`config.mk`:
```
export PLATFORM = sky130hd
export DESIGN_NAME = mfs_status
export DESIGN_NICKNAME = d
export VERILOG_FILES = /design/src/verilog/mfs_pkg.sv /design/src/verilog/mfs_status.sv /design/src/verilog/mfs_combine.sv
export VERILOG_INCLUDE_DIRS = /design/src /design/src/verilog
export SDC_FILE = /design/constraint.sdc
export NUM_CORES = 1
export LEC_CHECK = 0
export BUFFER_PORTS_ARGS = -buffer_cell sky130_fd_sc_hd__buf_4
export CORE_MARGIN = 4
export CORE_UTILIZATION = 40
export CTS_BUF_LIST = sky130_fd_sc_hd__clkbuf_4 sky130_fd_sc_hd__clkbuf_8
export DETAILED_ROUTE_END_ITERATION = 6
export GPL_ROUTABILITY_DRIVEN = 0
export PLACE_DENSITY = 0.77
export SLEW_MARGIN = 40
export SYNTH_ARGS = -nofsm -noshare
export SYNTH_HDL_FRONTEND = slang
export SYNTH_SLANG_ARGS = --single-unit
```
`constraint.sdc`:
```
create_clock -name clk -period 1 [get_ports clk]
set_input_delay 0.2 -clock clk [delete_from_list [all_inputs] [get_ports clk]]
set_output_delay 0.2 -clock clk [all_outputs]
set_load 0.05 [all_outputs]
```
`src/verilog/mfs_cfg.svh`:
```
// Constants for the freefall/motion event status block.
// Assumes a byte-wide register port with 8-bit addresses.
`ifndef MFS_CFG_SVH
`define MFS_CFG_SVH
`define MFS_SRC_ADDR 8'h16
`define MFS_SRC_RESET 8'h00
`define MFS_BIT_EA 7
`define MFS_BIT_ZHE 5
`define MFS_BIT_ZHP 4
`define MFS_BIT_YHE 3
`define MFS_BIT_YHP 2
`define MFS_BIT_XHE 1
`define MFS_BIT_XHP 0
`endif

```
`src/verilog/mfs_pkg.sv`:
```
// Types for the freefall/motion event status block.
// Assumes the constants header is included by users.
package mfs_pkg;
    // Latch state of the source flags
    typedef enum logic [0:0] {
        MFS_LIVE = 1'b0,
        MFS_HELD = 1'b1
    } mfs_state_t;
    typedef logic [7:0] mfs_byte_t;
endpackage

```
`src/verilog/mfs_status.sv`:
```
// Freefall/motion source register with latching and interrupt.
// Assumes detector inputs are synchronous to clk (sample logic).
// Operation
// - Event-active bit 7 follows the selected axis combination.
// - Interrupt is raised only when active and enabled, routed by cfg.
// - Unlatched shows live events, latched holds the causing events.
// - The source register at 0x16 is read-only; writes are ignored.
// - Bit 5 is the Z high-event flag, zero when Z disabled.
// - Bit 4 is the Z sign, 1 negative, zero when Z disabled.
// - Bit 3 is the Y high-event flag, zero when Y disabled.
// - Bit 2 is the Y sign, 1 negative, zero when Y disabled.
// - Bit 1 is the X high-event flag, zero when X disabled.
// - Bit 0 is the X sign, 1 negative, zero when X disabled.
// - Latching freezes flags on active, cleared by a source read.
// - Active is AND of low-g flags or OR of high-g flags by select.
// - An axis flag rises only when enabled and under (freefall) or over (motion) threshold.
`timescale 1ns/1ps
`include "mfs_cfg.svh"
module mfs_status (
    // Clock and reset
    input wire logic clk,
    input wire logic rst,
    // Detector inputs (threshold compare results)
    input wire logic [2:0] low_flag,
    input wire logic [2:0] high_flag,
    input wire logic [2:0] axis_neg,
    // Configuration
    input wire logic [2:0] axis_en,
    input wire logic motion_sel,
    input wire logic latch_en,
    input wire logic int_enable,
    input wire logic int_route,
    // Register port
    input wire logic [7:0] reg_addr,
    input wire logic reg_rd,
    input wire logic reg_wr,
    input wire logic [7:0] reg_wdata,
    output mfs_pkg::mfs_byte_t reg_rdata,
    // Interrupt outputs, one per pin
    output logic int_pin1,
    output logic int_pin2
);
    import mfs_pkg::*;

    mfs_state_t state;
    mfs_state_t next_state;
    logic [7:0] src;
    logic [7:0] next_src;
    logic active_live;

    ////////////////////////////////////////////////////////////////
    // Summary combination
    mfs_combine u_comb (
        .axis_en(axis_en),
        .low_flag(low_flag),
        .high_flag(high_flag),
        .motion_sel(motion_sel),
        .active(active_live)
    );

    ////////////////////////////////////////////////////////////////
    // Live image of the source bits
    // enabled axes only
    wire [2:0] he = axis_en & (motion_sel ? high_flag : low_flag);
    wire [2:0] hp = axis_en & axis_neg & he;
    // Y and X events in bits 3 and 1
    // Y and X signs in bits 2 and 0
    wire [7:0] live_src = {active_live, 1'b0, he[2], hp[2], he[1], hp[1],
                           he[0], hp[0]};
    // drop flags of a disabled axis even while held
    wire [7:0] en_mask = {1'b1, 1'b0, {2{axis_en[2]}}, {2{axis_en[1]}},
                          {2{axis_en[0]}}};
    // reads decode; writes never reach src
    wire src_sel = (reg_addr == `MFS_SRC_ADDR);
    wire src_read = reg_rd & src_sel;

    ////////////////////////////////////////////////////////////////
    // Latch control
    // freeze on active, clear on read; set wins over clear
    // A read in the cycle of a live event keeps the latch and loads
    // the fresh image, so no event is lost to the clear.
    always_comb begin
        next_state = state;
        next_src = src;
        case (state)
            MFS_LIVE: begin
                next_src = live_src;
                if (latch_en && active_live) begin
                    next_state = MFS_HELD;
                end
            end
            MFS_HELD: begin
                next_src = src & en_mask;
                if (!latch_en) begin
                    next_state = MFS_LIVE;
                    next_src = live_src;
                end else if (src_read) begin
                    next_state = active_live ? MFS_HELD : MFS_LIVE;
                    next_src = live_src;
                end
            end
            default: begin
                next_state = MFS_LIVE;
                next_src = `MFS_SRC_RESET;
            end
        endcase
    end

    always_ff @(posedge clk or posedge rst) begin
        if (rst) begin
            state <= MFS_LIVE;
            src <= `MFS_SRC_RESET;
        end else begin
            state <= next_state;
            src <= next_src;
        end
    end

    ////////////////////////////////////////////////////////////////
    // Read data and interrupt
    // Read data is zero outside a source read, so a strobe on
    // another address returns nothing.
    always_ff @(posedge clk or posedge rst) begin
        if (rst) begin
            reg_rdata <= 8'h00;
            int_pin1 <= 1'b0;
            int_pin2 <= 1'b0;
        end else begin
            reg_rdata <= src_read ? src : 8'h00;
            // gated by enable, routed by cfg bit
            int_pin1 <= src[`MFS_BIT_EA] & int_enable & int_route;
            int_pin2 <= src[`MFS_BIT_EA] & int_enable & ~int_route;
        end
    end

    ////////////////////////////////////////////////////////////////
    // Checks
    // Source bits are sampled one cycle after their inputs, the
    // same lag as the register update.
    // live active reaches bit 7
    ea_follow_a: assert property (@(posedge clk) disable iff (rst)
        (!latch_en && $past(!latch_en) && !src_read) |=>
        src[7] == $past(active_live)) else $error("ea not following");
    ff_none_a: assert property (@(posedge clk) disable iff (rst)
        (!motion_sel && axis_en == 3'h0) |-> !active_live)
        else $error("freefall active with no axis");
    int_gate_a: assert property (@(posedge clk) disable iff (rst)
        (int_pin1 | int_pin2) |-> $past(src[7] & int_enable))
        else $error("interrupt without enable");
    // active and enabled raises a pin
    int_raise_a: assert property (@(posedge clk) disable iff (rst)
        $past(src[7] & int_enable) |-> (int_pin1 | int_pin2))
        else $error("interrupt not raised");
    int_route_a: assert property (@(posedge clk) disable iff (rst)
        (int_pin1 |-> $past(int_route)) and
        (int_pin2 |-> !$past(int_route)))
        else $error("interrupt on wrong pin");
    bit6_zero_a: assert property (@(posedge clk) disable iff (rst)
        src[6] == 1'b0) else $error("bit 6 set");
    z_mask_a: assert property (@(posedge clk) disable iff (rst)
        $past(!axis_en[2]) |-> src[5:4] == 2'b00)
        else $error("z bits with z disabled");
    y_mask_a: assert property (@(posedge clk) disable iff (rst)
        $past(!axis_en[1]) |-> src[3:2] == 2'b00)
        else $error("y bits with y disabled");
    x_mask_a: assert property (@(posedge clk) disable iff (rst)
        $past(!axis_en[0]) |-> src[1:0] == 2'b00)
        else $error("x bits with x disabled");
    // sign bit only beside its event
    sign_event_a: assert property (@(posedge clk)
        disable iff (rst)
        (src[4] |-> src[5]) and (src[2] |-> src[3]) and
        (src[0] |-> src[1])) else $error("sign without event");
    live_track_a: assert property (@(posedge clk) disable iff (rst)
        state == MFS_LIVE |=> src == $past(live_src))
        else $error("source not live");
    latch_set_a: assert property (@(posedge clk) disable iff (rst)
        (state == MFS_LIVE && latch_en && active_live) |=>
        (state == MFS_HELD && src[7])) else $error("latch did not set");
    // held flags keep value without read
    latch_hold_a: assert property (@(posedge clk) disable iff (rst)
        (state == MFS_HELD && latch_en && !src_read && axis_en == 3'h7)
        |=> src == $past(src)) else $error("held flags moved");
    // read clears held flags to live image
    read_clear_a: assert property (@(posedge clk) disable iff (rst)
        (state == MFS_HELD && latch_en && src_read) |=>
        src == $past(live_src)) else $error("read did not clear");
    write_ign_a: assert property (@(posedge clk) disable iff (rst)
        (reg_wr && !reg_rd && state == MFS_HELD && latch_en &&
        axis_en == 3'h7) |=> src == $past(src))
        else $error("write changed source");
    rdata_idle_a: assert property (@(posedge clk) disable iff (rst)
        !src_read |=> reg_rdata == 8'h00) else $error("stray read data");
    read_data_a: assert property (@(posedge clk) disable iff (rst)
        src_read |=> reg_rdata == $past(src)) else $error("bad rdata");

    // Main scenarios reached
    latch_c: cover property (@(posedge clk) state == MFS_HELD);
    clear_c: cover property (@(posedge clk)
        state == MFS_HELD && src_read);
    int_c: cover property (@(posedge clk) int_pin1 || int_pin2);
    freefall_c: cover property (@(posedge clk) !motion_sel && src[7]);
    set_win_c: cover property (@(posedge clk)
        state == MFS_HELD && src_read && active_live);
endmodule // mfs_status

```
`src/verilog/mfs_combine.sv`:
```
// Combines per-axis flags into the event-active summary.
// Masks the raw per-axis flags with the per-axis enables itself.
`timescale 1ns/1ps
module mfs_combine (
    // Per-axis inputs
    input wire logic [2:0] axis_en,
    input wire logic [2:0] low_flag,
    input wire logic [2:0] high_flag,
    // Mode and result
    input wire logic motion_sel,
    output logic active
);
    // Freefall AND over enabled axes, motion OR
    // combine select
    wire any_en = |axis_en;
    wire ff_all = any_en & (&(low_flag | ~axis_en));
    wire mt_any = |(high_flag & axis_en);
    assign active = motion_sel ? mt_any : ff_all;
endmodule // mfs_combine

```
* Word level (Yosys, flattened, before mapping) *
Cells that the tools add are included.

storage, ports and cells
  register bits after elaboration = 19
  input port bits = 36
  output and inout bits = 10
  logic and storage cells = 35

cells by class
  eq/ne operators = 1
  muxes and demuxes = 11
  bitwise operators = 14
  reduce and logical (&&, ||, !) cells = 4

operators with widths
  operator              number
  $mux W8               3
  $pmux W8 S2           1
  $and A3 B3 Y3         4
  $and A8 B8 Y8         1
  $eq A8 B5 Y1 const B  1
  $reduce_or A3 Y1      2
  $and A1 B1 Y1         5
  $mux W1               5
  $mux W3               1
  $not A3 Y3            1
  $or A3 B3 Y3          1
  $reduce_and A3 Y1     1
  $not A1 Y1            2
  $pmux W1 S2           1
  $logic_and A1 B1 Y1   1

* Longest topological paths before layout *
Gate-level depths: netlist of run 1.

  depth in word-level cells = 9
  gate-level depth with buffers = 5
  gate-level depth less buffers = 4

* By module *
Synthesis of run 1 repeated with hierarchy kept, for this count alone.

second synthesis, totals
  cell total of the unflattened synthesis = 69
  area, all modules = 805.8 um^2

modules (own cells, without submodules)
  module       instances  cells each  area each (um^2)  sequential area each (um^2)
  mfs_status   1          61          748.2             425.4
  mfs_combine  1          8           57.6              0.0

* Worst setup path after synthesis of run 1 *
OpenSTA, ideal clock, no wires.

  kind = input -> register
  start point = input port reg_addr[0]
  end point = register src[4]
  library setup time = 120 ps
  data arrival time = 1228 ps
  required time = 880 ps
  path slack = -348 ps
  stages on the path = 5
  buffers on the path = 1
  path through = or3b_4 > o311ai_4 > buf_6 > mux2i_1 > nor2b_1

on the way
  cells in the longest elaborated chain, start to end = 5

ends and longest elaborated chain
  element                        RTL line           RTL
  from (decl)                    mfs_status.sv:34   input wire logic [7:0] reg_addr,
  $eq A8 B5 Y1 (no source line)  --
  $and A1 B1 Y1                  mfs_status.sv:75   wire src_read = reg_rd & src_sel;
  $mux W8                        mfs_status.sv:97   end else if (src_read) begin
  $mux W8                        mfs_status.sv:94   if (!latch_en) begin
  $pmux W8 S2                    mfs_status.sv:85   case (state)
  via next_src[4]                mfs_status.sv:48   logic [7:0] next_src;
  to (signal assigned)           mfs_status.sv:112  src <= `MFS_SRC_RESET;
  to (signal assigned)           mfs_status.sv:115  src <= next_src;
  to (decl)                      mfs_status.sv:47   logic [7:0] src;

The timed path passes the listed nets, and every way through them passes these cells.

* Final worst setup path of run 1 *
Ends and elaborated chain as after synthesis.

==> run metrics, run 1 <==
GRT Util Overall=15.1%; total iterations of the first detailed-routing run=4; PnR Total Power=1.37 mW; worst path cell trace=buf_6 > or3b_4 > o311ai_4 > buf_12 > mux2i_1 > nor2b_1; global-route wire length before repair=2.96 mm; static leakage=0.651 nW; clock tree skew after final layout=0.00233 ns; switching fraction of total power=25.0%; number of remaining DRC errors=0; end of the worst register-to-register path=src[4]; RSZ-0062 raised after global routing=yes; final number of max-transition violations=0; WHS Path Cells=2; final worst-path cycle share=121%; count of cell types in the netlist=23; maximum single-stage delay on the critical path=0.40 ns; fraction of power consumed by combinational cells=20.7%; largest area contributor in the synthesized netlist=dfrtp_1; largest net degree at the start of global routing=18; run status=finished with violations; critical path arrival=1.39 ns; top-level port count=46; die outline width=52.2 um; Avg Vias per Cell=4.85; clock edge transition at the registers on the reported setup and hold paths=0.09 ns; pwr/cell area=1130 nW/um^2; clock sink count=17; total number of nets in the final design=150; total setup violations reported at the end of the flow=17; worst hold endpoint=int_pin2; level count of the clock H-tree=1; switching power of the nets=0.344 mW; cell chosen for the clock root=clkbuf_4; top cells by area in the synthesized netlist=dfrtp_1 (54%), mux2i_1 (7.7%), and2_1 (5.6%), nor2_1 (3.4%), o311ai_4 (3.4%); detailed placement HPWL=1.50 mm; share of Yosys cell area claimed by the top area cell type=54.4%; total vias in the final route=669; slowest CP cell=or3b_4; f_max=827 MHz; origin of the critical flop-to-flop path=state; hold violation total from the final report=0; portion of the post-synthesis area used by sequential elements=54.4%; most common cell after layout, fill and taps aside=buf_4; initial cell density of the core=43.9%; worst-path maximum fanout=11; clock network power share=25.6%; number of placement rows=15; total wirelength of the detailed-routed design=1.86 mm; area of the die=2730 sq um; total internal power=1.03 mW; TritonCTS buffer count=3; number of global-route vias before repair=712; area delta synth->final=56.0%; Worst EP required=1.18 ns; Critical Path End Type=flip-flop; register-to-register path setup slack=-0.06 ns; Post-Syn Area=782 sq um; total congestion overflow after global routing=0; number of warnings issued by yosys=0; area taken by multi-input logic gates=323 sq um; Worst-Skew Late Latency=0.29 ns; maximum root-to-sink buffer count=2; worst hold slack=0.0555 ns; footprint of the flip-flops and latches=425 sq um; net count after synthesis=102; chip height=52.2 um; antenna diode count=0; IR drop worst, VDD=0.526 mV; number of antenna violations at the first check in global routing=0; post-synthesis register bit count=17; Wirelength per Cell=13.5 um; fin crit period=1.21 ns; mean instance size in the synthesized netlist=11.8 sq um; logic depth of the worst register-to-register path=4; register share of total power=53.7%; class of the tightest hold or removal check=primary input to flip-flop; Post-DRT Antenna Nets=0; post-synthesis cell count=66; start point of the worst hold path=int_route; CTS tree=built; element type at the critical path start=primary input; commonest cells after routing, fill and taps aside=buf_4 (33), dfrtp_1 (17), buf_6 (11); placeable core region=1780 sq um; I/O Buffers=35; max-cap violation count=0; path type of the worst setup path=primary input to flip-flop; final critical-path setup slack=-0.209 ns; number of violations reported at the end of detailed-routing iteration 0=5; violations in the final reports=setup timing; Crit path max-delay family=simple AND/OR/NAND/NOR gates; fill count=154; number of buffer and inverter stages on the critical path=2; fraction of final layout cells with drive strength greater than 1=47.8%
how the worst max path moves through the flow:
| stage | to | start | slack (ns) | cells after the start |
|---|---|---|---|---|
| after global routing | src[2] | reg_addr[0] | -0.24 | 6 |
| final | src[4] | reg_addr[0] | -0.21 | 6 |
| after CTS | src[4] | reg_addr[0] | -0.20 | 6 |
| after floorplan | src[4] | reg_addr[0] | -0.35 | 5 |
| after detailed placement | src[4] | reg_addr[0] | -0.54 | 6 |
| after global placement | src[4] | reg_addr[0] | -0.48 | 6 |
what timing repair did:
action | 4_1_cts | 5_1_grt
buffers inserted | 2 | 0
resized for setup | 10 | 1
pin swaps | 0 | 0
cloned | 0 | 0
hold buffers | 1 | 0
hold endpoints to repair | 17 | 0
setup endpoints to repair | 17 | 17
power by group through the flow:
stage	Combinational (mW)	Sequential (mW)	Clock, mW
after detailed placement	0.271	0.749	0
after global routing	0.309	0.742	0.390
after CTS	0.286	0.737	0.366
final	0.285	0.737	0.351
after floorplan	0.120	0.761	0
after global placement	0.265	0.747	0
worst reg2reg max path: stages, from the launching register on:
cell	delay, ns
dfrtp_1	0.42
o311ai_4	0.11
buf_12	0.17
mux2i_1	0.20
nor2b_1	0.06
routing by layer:
| layer | vias up | part of all wire (%) | track usage, % |
|---|---|---|---|
| met2 | 33 | 51 | 27.2 |
| met5 | - | 0 | 0 |
| met1 | 316 | 39 | 16.2 |
| li1 | 316 | - | - |
| met4 | 0 | 2.9 | 10.2 |
| met3 | 4 | 7.3 | 1.99 |
synth_stat cells:
| library cell | number |
|---|---|
| a211oi_2 | 2 |
| a222oi_1 | 1 |
| and2_1 | 7 |
| and2b_1 | 1 |
| and3_1 | 1 |
| buf_4 | 1 |
| buf_6 | 1 |
| clkbuf_1 | 1 |
| conb_1 | 1 |
| dfrtp_1 | 17 |
| inv_1 | 3 |
| mux2i_1 | 6 |
| nand2_1 | 2 |
| nand2b_1 | 3 |
| nand4bb_1 | 1 |
| nor2_1 | 7 |
| nor2b_1 | 4 |
| nor3_1 | 2 |
| o211a_1 | 1 |
| o221ai_1 | 1 |
| o311a_2 | 1 |
| o311ai_4 | 1 |
| or3b_4 | 1 |
registers in the layout, summed over array words and instances (netlist names):
register,count
int_pin1,1
int_pin2,1
reg_rdata,7
src,7
state,1
per-stage QoR:
stage | cells | util, % | setup TNS, ns | cell area [sq um] | setup slack [ns]
6_report | 138 | 68.4 | -1.48 | 1220 | -0.209
3_3_place_gp | 131 | 63.2 | -5.19 | 1130 | -0.478
5_1_grt | 138 | 68.4 | -1.94 | 1220 | -0.236
4_1_cts | 138 | 68.2 | -1.54 | 1220 | -0.199
3_5_place_dp | 131 | 63.2 | -5.47 | 1130 | -0.540
2_1_floorplan | 66 | - | -3.22 | 782 | -0.348
layout make-up:
class	count	area share (%)
clock inverter	1	0.410
inverter	3	0.923
clock buffer	3	1.85
timing repair buffer	46	32.9
multi-input combinational	43	26.5
sequential	17	34.9
tap	25	2.56
cell families after synthesis:
family                 synth area share, %
flip-flops                            54.4
other                                0.480
AO/OA/AOI/OAI                         11.7
AND/OR/NAND/NOR                       21.4
multiplexers                          7.68
buffers and inverters                 4.32
No activity file was read; power rests on OpenSTA's default activity.
==> run 2, diff against run 1 <==
--- a/config.mk
+++ b/config.mk
@@ -8,12 +8,13 @@
 export LEC_CHECK = 0
 export BUFFER_PORTS_ARGS = -buffer_cell sky130_fd_sc_hd__buf_4
 export CORE_MARGIN = 4
-export CORE_UTILIZATION = 40
+export CORE_UTILIZATION = 38
 export CTS_BUF_LIST = sky130_fd_sc_hd__clkbuf_4 sky130_fd_sc_hd__clkbuf_8
 export DETAILED_ROUTE_END_ITERATION = 6
 export GPL_ROUTABILITY_DRIVEN = 0
-export PLACE_DENSITY = 0.77
+export PLACE_DENSITY = 0.71
 export SLEW_MARGIN = 40
 export SYNTH_ARGS = -nofsm -noshare
 export SYNTH_HDL_FRONTEND = slang
 export SYNTH_SLANG_ARGS = --single-unit
+export TNS_END_PERCENT = 30
==> constraint.sdc (replaced) <==
create_clock -name clk -period 1.5 [get_ports clk]
set_input_delay 0.3 -clock clk [delete_from_list [all_inputs] [get_ports clk]]
set_output_delay 0.3 -clock clk [all_outputs]
set_load 0.05 [all_outputs]
==> run 2 against run 1 <==
Against the previous run:
- the run now ends clean
- routed wire length fell by 15%
- critical path type unchanged
- clock-buffer cell count did not move
- largest cell class unchanged
- critical path depth did not move
- combinational power fell by 41%
- largest power group unchanged
- worst hold slack improved by 0.015 ns
==> run metrics, run 2 (synthesis results as in run 1) <==
hold violation total from the final report=0 (unchanged); normalized max-slew margin=59.1%; maximum root-to-sink buffer count=2 (unchanged); placeable core region=1960 sq um (was 1780 sq um); initial cell density of the core=39.9% (was 43.9%); Critical Path End Type=flip-flop (unchanged); final number of max-transition violations=0 (unchanged); CTS tree=built (unchanged); antenna diode count=0 (unchanged); post-CTS setup buffers=0 (was 2); register-to-register path setup slack=0.46 ns (was -0.06 ns); Avg Vias per Cell=4.66 (was 4.85); top-level port count=46 (unchanged); fraction of final layout cells with drive strength greater than 1=44.8% (was 47.8%); IR drop worst, VDD=0.396 mV (was 0.526 mV); pwr/cell area=806 nW/um^2 (was 1130 nW/um^2); number of antenna violations at the first check in global routing=0 (unchanged); Post-DRT Antenna Nets=0 (unchanged); RSZ-0062 raised after global routing=no (was yes); Worst Max-Slew Pin Slew=0.613 ns; final cell area excluding filler cells=1120 sq um (was 1220 sq um); most common cell after layout, fill and taps aside=buf_4 (unchanged); total setup violations reported at the end of the flow=0 (was 17); cell chosen for the clock root=clkbuf_4 (unchanged); area delta synth->final=43.0% (was 56.0%); placement-stage worst setup slack=-0.115 ns (was -0.540 ns); clock sink count=17 (unchanged); path type of the worst setup path=primary input to flip-flop (unchanged); final critical-path setup slack=0.185 ns (was -0.209 ns); count of non-filler cells in the finished layout=132 (was 138); core utilization of the finished layout=57.0% (was 68.4%); total vias in the final route=615 (was 669); final worst-path cycle share=87.7%; chip height=53.4 um (was 52.2 um); worst path cell trace=buf_4 > or3b_4 > o311ai_4 > buf_12 > mux2i_1 > nor2_1 (was buf_6 > or3b_4 > o311ai_4 > buf_12 > mux2i_1 > nor2b_1); static leakage=0.606 nW (was 0.651 nW); Post-Place Cell Area=1090 sq um (was 1130 sq um); Wirelength per Cell=12.0 um (was 13.5 um); number of remaining DRC errors=0 (unchanged); fin crit period=1.31 ns; run status=completed (was finished with violations); Regs by FF count=reg_rdata (7), src (7) (unchanged); clock tree skew after final layout=0.0107 ns (was 0.00233 ns); number of buffers added to fix hold violations after cts=0 (was 1); level count of the clock H-tree=1 (unchanged); origin of the critical flop-to-flop path=state (unchanged); worst-path maximum fanout=11 (unchanged); total iterations of the first detailed-routing run=4 (unchanged); end of the worst register-to-register path=src[0] (was src[4]); area of the die=2850 sq um (was 2730 sq um); slowest CP cell=or3b_4 (unchanged); global-route wire length before repair=2.48 mm (was 2.96 mm); f_max=761 MHz; critical path arrival=1.50 ns (was 1.39 ns); max-cap violation count=0 (unchanged); I/O Buffers=35 (unchanged); detailed placement HPWL=1.30 mm (was 1.50 mm); total congestion overflow after global routing=0 (unchanged); Worst-Skew Late Latency=0.29 ns (about the same); commonest cells after routing, fill and taps aside=buf_4 (37), dfrtp_1 (17), nor2_1 (7), and2_1 (7), mux2i_1 (6) (was buf_4 (33), dfrtp_1 (17), buf_6 (11)); largest net degree at the start of global routing=18 (unchanged); fill count=176 (was 154); element type at the critical path start=primary input (unchanged); number of placement rows=16 (was 15); number of global-route vias before repair=622 (was 712); maximum single-stage delay on the critical path=0.40 ns (about the same); GRT Util Overall=12.1% (was 15.1%); area taken by multi-input logic gates=323 sq um (unchanged); logic depth of the worst register-to-register path=4 (unchanged); total number of nets in the final design=142 (was 150); TritonCTS buffer count=3 (unchanged); footprint of the flip-flops and latches=425 sq um (unchanged); number of violations reported at the end of detailed-routing iteration 0=13 (was 5); Worst EP required=1.68 ns (was 1.18 ns); instance count after placement with tap cells included=128 (was 131); clock edge transition at the registers on the reported setup and hold paths=0.11 ns (was 0.09 ns); total wirelength of the detailed-routed design=1.59 mm (was 1.86 mm); die outline width=53.4 um (was 52.2 um); number of gates given a new drive strength after cts=0 (was 10); class of the tightest hold or removal check=primary input to asynchronous set/reset pin (was primary input to flip-flop)
==> run 2: changes by cell type in the layout (fill, tap and decap cells not counted) <==
cell,before,now
buf_4,33,37
dlygate4sd3_1,1,0
buf_6,11,0
==> run 2: through the flow <==
| stage | setup TNS, ns | hold WS (ns) | total power [mW] |
|---|---|---|---|
| finish | 0 | 0.0701 | 0.901 |
| global route | 0 | 0.138 | 0.938 |
| CTS | 0 | 0.0951 | 0.911 |
| detailed placement | -0.701 | 0.423 | 0.667 |
| global placement | -0.573 | 0.410 | 0.663 |
| floorplan | 0 | 0.226 | 0.587 |
==> run 2: area by class of cell <==
type,instances,area share (%)
inverters,3,1.01
multi-input cells,43,28.9
clock inverters,1,0.447
clock buffers,3,2.01
flip-flops and latches,17,38.0
well taps,27,3.02
repair buffers,38,26.6
==> run 2: how the worst max path moves through the flow <==
stage,start,to,slack [ns],cells past startpoint
after global routing,reg_addr[0],src[0],0.15,6
after global placement,reg_addr[0],src[0],-0.1,6
after CTS,reg_addr[0],src[0],0.20,6
after floorplan,reg_addr[0],src[4],0.05,5
final,reg_addr[0],src[0],0.19,6
after detailed placement,reg_addr[0],src[4],-0.11,6
==> run 2: routing by layer <==
layer	track usage [%]	share of wire (%)
met5	0	0
met4	8.09	3.5
met3	3.94	11
met2	19.2	44
met1	13.6	42
==> run 2: critical path, delay by kind of cell <==
family	cells	cell delay (ns)
AO/OA/AOI/OAI	1	0.26
buffers and inverters	2	0.28
multiplexers	1	0.20
AND/OR/NAND/NOR	2	0.45
==> run 2: where the power goes <==
part | total (mW) | leakage [nW] | switching, mW | internal [mW]
Sequential | 0.489 | 0.229 | 0.0112 | 0.478
Clock | 0.244 | 0.0177 | 0.145 | 0.0992
Combinational | 0.168 | 0.359 | 0.0768 | 0.0909
Total | 0.901 | 0.606 | 0.233 | 0.668
==> run 3, diff against run 2 <==
--- a/config.mk
+++ b/config.mk
@@ -7,12 +7,15 @@
 export NUM_CORES = 1
 export LEC_CHECK = 0
 export BUFFER_PORTS_ARGS = -buffer_cell sky130_fd_sc_hd__buf_4
+export CELL_PAD_IN_SITES_DETAIL_PLACEMENT = 0
+export CELL_PAD_IN_SITES_GLOBAL_PLACEMENT = 1
 export CORE_MARGIN = 4
-export CORE_UTILIZATION = 38
+export CORE_UTILIZATION = 35
 export CTS_BUF_LIST = sky130_fd_sc_hd__clkbuf_4 sky130_fd_sc_hd__clkbuf_8
+export CTS_CLUSTER_SIZE = 20
 export DETAILED_ROUTE_END_ITERATION = 6
 export GPL_ROUTABILITY_DRIVEN = 0
-export PLACE_DENSITY = 0.71
+export PLACE_DENSITY_LB_ADDON = 0.1
 export SLEW_MARGIN = 40
 export SYNTH_ARGS = -nofsm -noshare
 export SYNTH_HDL_FRONTEND = slang
==> run 3 against run 2 <==
Against the previous run:
- combinational power about the same
- global-route usage fell by 0.88 points
- cell count up 0.76%
- critical path depth stayed put
- cell area grew 0.67%
- critical endpoint is now src[2]
==> run metrics, run 3 (synthesis results as in run 1) <==
path type of the worst setup path=primary input to flip-flop (unchanged); final worst-path cycle share=89.2% (was 87.7%); total congestion overflow after global routing=0 (unchanged); Worst-Skew Late Latency=0.28 ns (was 0.29 ns); final critical-path setup slack=0.162 ns (was 0.185 ns); fill count=214 (was 176); max-cap violation count=0 (unchanged); area delta synth->final=44.0% (was 43.0%); post-CTS setup buffers=0 (unchanged); GRT Util Overall=11.2% (was 12.1%); Worst EP required=1.68 ns (about the same); Regs by FF count=reg_rdata (7), src (7) (unchanged); count of non-filler cells in the finished layout=133 (was 132); f_max=747 MHz (was 761 MHz); IR drop worst, VDD=0.514 mV (was 0.396 mV); top-level port count=46 (unchanged); Avg Vias per Cell=4.65 (was 4.66); die outline width=55.3 um (was 53.4 um); register-to-register path setup slack=0.47 ns (was 0.46 ns); total setup violations reported at the end of the flow=0 (unchanged); RSZ-0062 raised after global routing=no (unchanged); element type at the critical path start=primary input (unchanged); TritonCTS buffer count=3 (unchanged); number of violations reported at the end of detailed-routing iteration 0=9 (was 13); PnR Total Power=0.887 mW (was 0.901 mW); total number of nets in the final design=143 (was 142); clock edge transition at the registers on the reported setup and hold paths=0.10 ns (was 0.11 ns); Wirelength per Cell=11.5 um (was 12.0 um); global-route wire length before repair=2.69 mm (was 2.48 mm); critical path arrival=1.52 ns (was 1.50 ns); pwr/cell area=788 nW/um^2 (was 806 nW/um^2); maximum root-to-sink buffer count=2 (unchanged); placement-stage worst setup slack=-0.156 ns (was -0.115 ns); final number of max-transition violations=0 (unchanged); Post-DRT Antenna Nets=0 (unchanged); number of global-route vias before repair=616 (was 622); worst-path maximum fanout=9 (was 11); I/O Buffers=35 (unchanged); clock tree skew after final layout=0.00789 ns (was 0.0107 ns); run status=completed (unchanged); largest net degree at the start of global routing=18 (unchanged); fraction of final layout cells with drive strength greater than 1=45.3% (was 44.8%); static leakage=0.610 nW (was 0.606 nW); number of antenna violations at the first check in global routing=0 (unchanged); initial cell density of the core=38.3% (was 39.9%); number of remaining DRC errors=0 (unchanged); chip height=55.3 um (was 53.4 um); placeable core region=2040 sq um (was 1960 sq um); number of gates given a new drive strength after cts=0 (unchanged); instance count after placement with tap cells included=129 (was 128); CTS tree=built (unchanged); cell chosen for the clock root=clkbuf_4 (unchanged); total vias in the final route=618 (was 615); hold violation total from the final report=0 (unchanged); total wirelength of the detailed-routed design=1.53 mm (was 1.59 mm); Critical Path End Type=flip-flop (unchanged); class of the tightest hold or removal check=primary input to asynchronous set/reset pin (unchanged); antenna diode count=0 (unchanged); number of placement rows=16 (unchanged); level count of the clock H-tree=1 (unchanged); detailed placement HPWL=1.27 mm (was 1.30 mm); total iterations of the first detailed-routing run=4 (unchanged); commonest cells after routing, fill and taps aside=buf_4 (38), dfrtp_1 (17), nor2_1 (7), and2_1 (7), mux2i_1 (6) (was buf_4 (37), dfrtp_1 (17), nor2_1 (7), and2_1 (7), mux2i_1 (6)); area of the die=3050 sq um (was 2850 sq um); number of buffers added to fix hold violations after cts=0 (unchanged); fin crit period=1.34 ns (was 1.31 ns); clock sink count=17 (unchanged); most common cell after layout, fill and taps aside=buf_4 (unchanged)
run 3: cell types whose count changed in the layout (fill, tap and decap cells not counted):
cell   change
buf_4      +1
run 3: where the power goes:
part | internal (mW) | switching [mW] | total [mW]
registers | 0.478 | 0.0104 | 0.488
logic | 0.0926 | 0.0762 | 0.169
clock network | 0.0988 | 0.131 | 0.230
total | 0.669 | 0.218 | 0.887
run 3: path summary, 6_finish.rpt:
path,cells after the start,startpoint,end
min in group clk,2,int_route,int_pin2
setup reg to reg,4,state,src[2]
hold reg to reg,1,src[2],reg_rdata[2]
setup / recovery,6,reg_addr[0],src[2]
hold / removal,3,rst,reg_rdata[1]
max in group asynchronous,3,rst,state
run 3: cell type report:
| class | count | area, sq um | area share [%] |
|---|---|---|---|
| inverter | 3 | 11.3 | 1.00 |
| sequential | 17 | 425 | 37.8 |
| multi-input combinational | 43 | 323 | 28.7 |
| clock buffer | 3 | 22.5 | 2.00 |
| clock inverter | 1 | 5.00 | 0.444 |
| timing repair buffer | 39 | 305 | 27.1 |
| tap | 27 | 33.8 | 3.00 |
run 3: layer usage:
metal	global-route usage, %	part of all wire (%)	vias up
met3	3.96	9.2	2
met1	13.7	43	284
li1	-	-	304
met2	17.6	47	28
met5	0	0	-
met4	5.21	0.52	0
run 3: through the flow:
step | hold WS, ns | cell area, sq um | util (%) | TNS, ns
2_1_floorplan | 0.226 | 782 | - | 0
3_3_place_gp | 0.330 | 1100 | 53.8 | -0.774
3_5_place_dp | 0.331 | 1100 | 53.8 | -0.867
4_1_cts | 0.00578 | 1130 | 55.1 | 0
5_1_grt | 0.00953 | 1130 | 55.1 | 0
6_report | 0.0169 | 1130 | 55.1 | 0
run 3: critical path, stage by stage:
cell and delay [ns]:
buf_4 0.11, or3b_4 0.40, o311ai_4 0.30, buf_12 0.17, mux2i_1 0.18, nor2_1 0.05
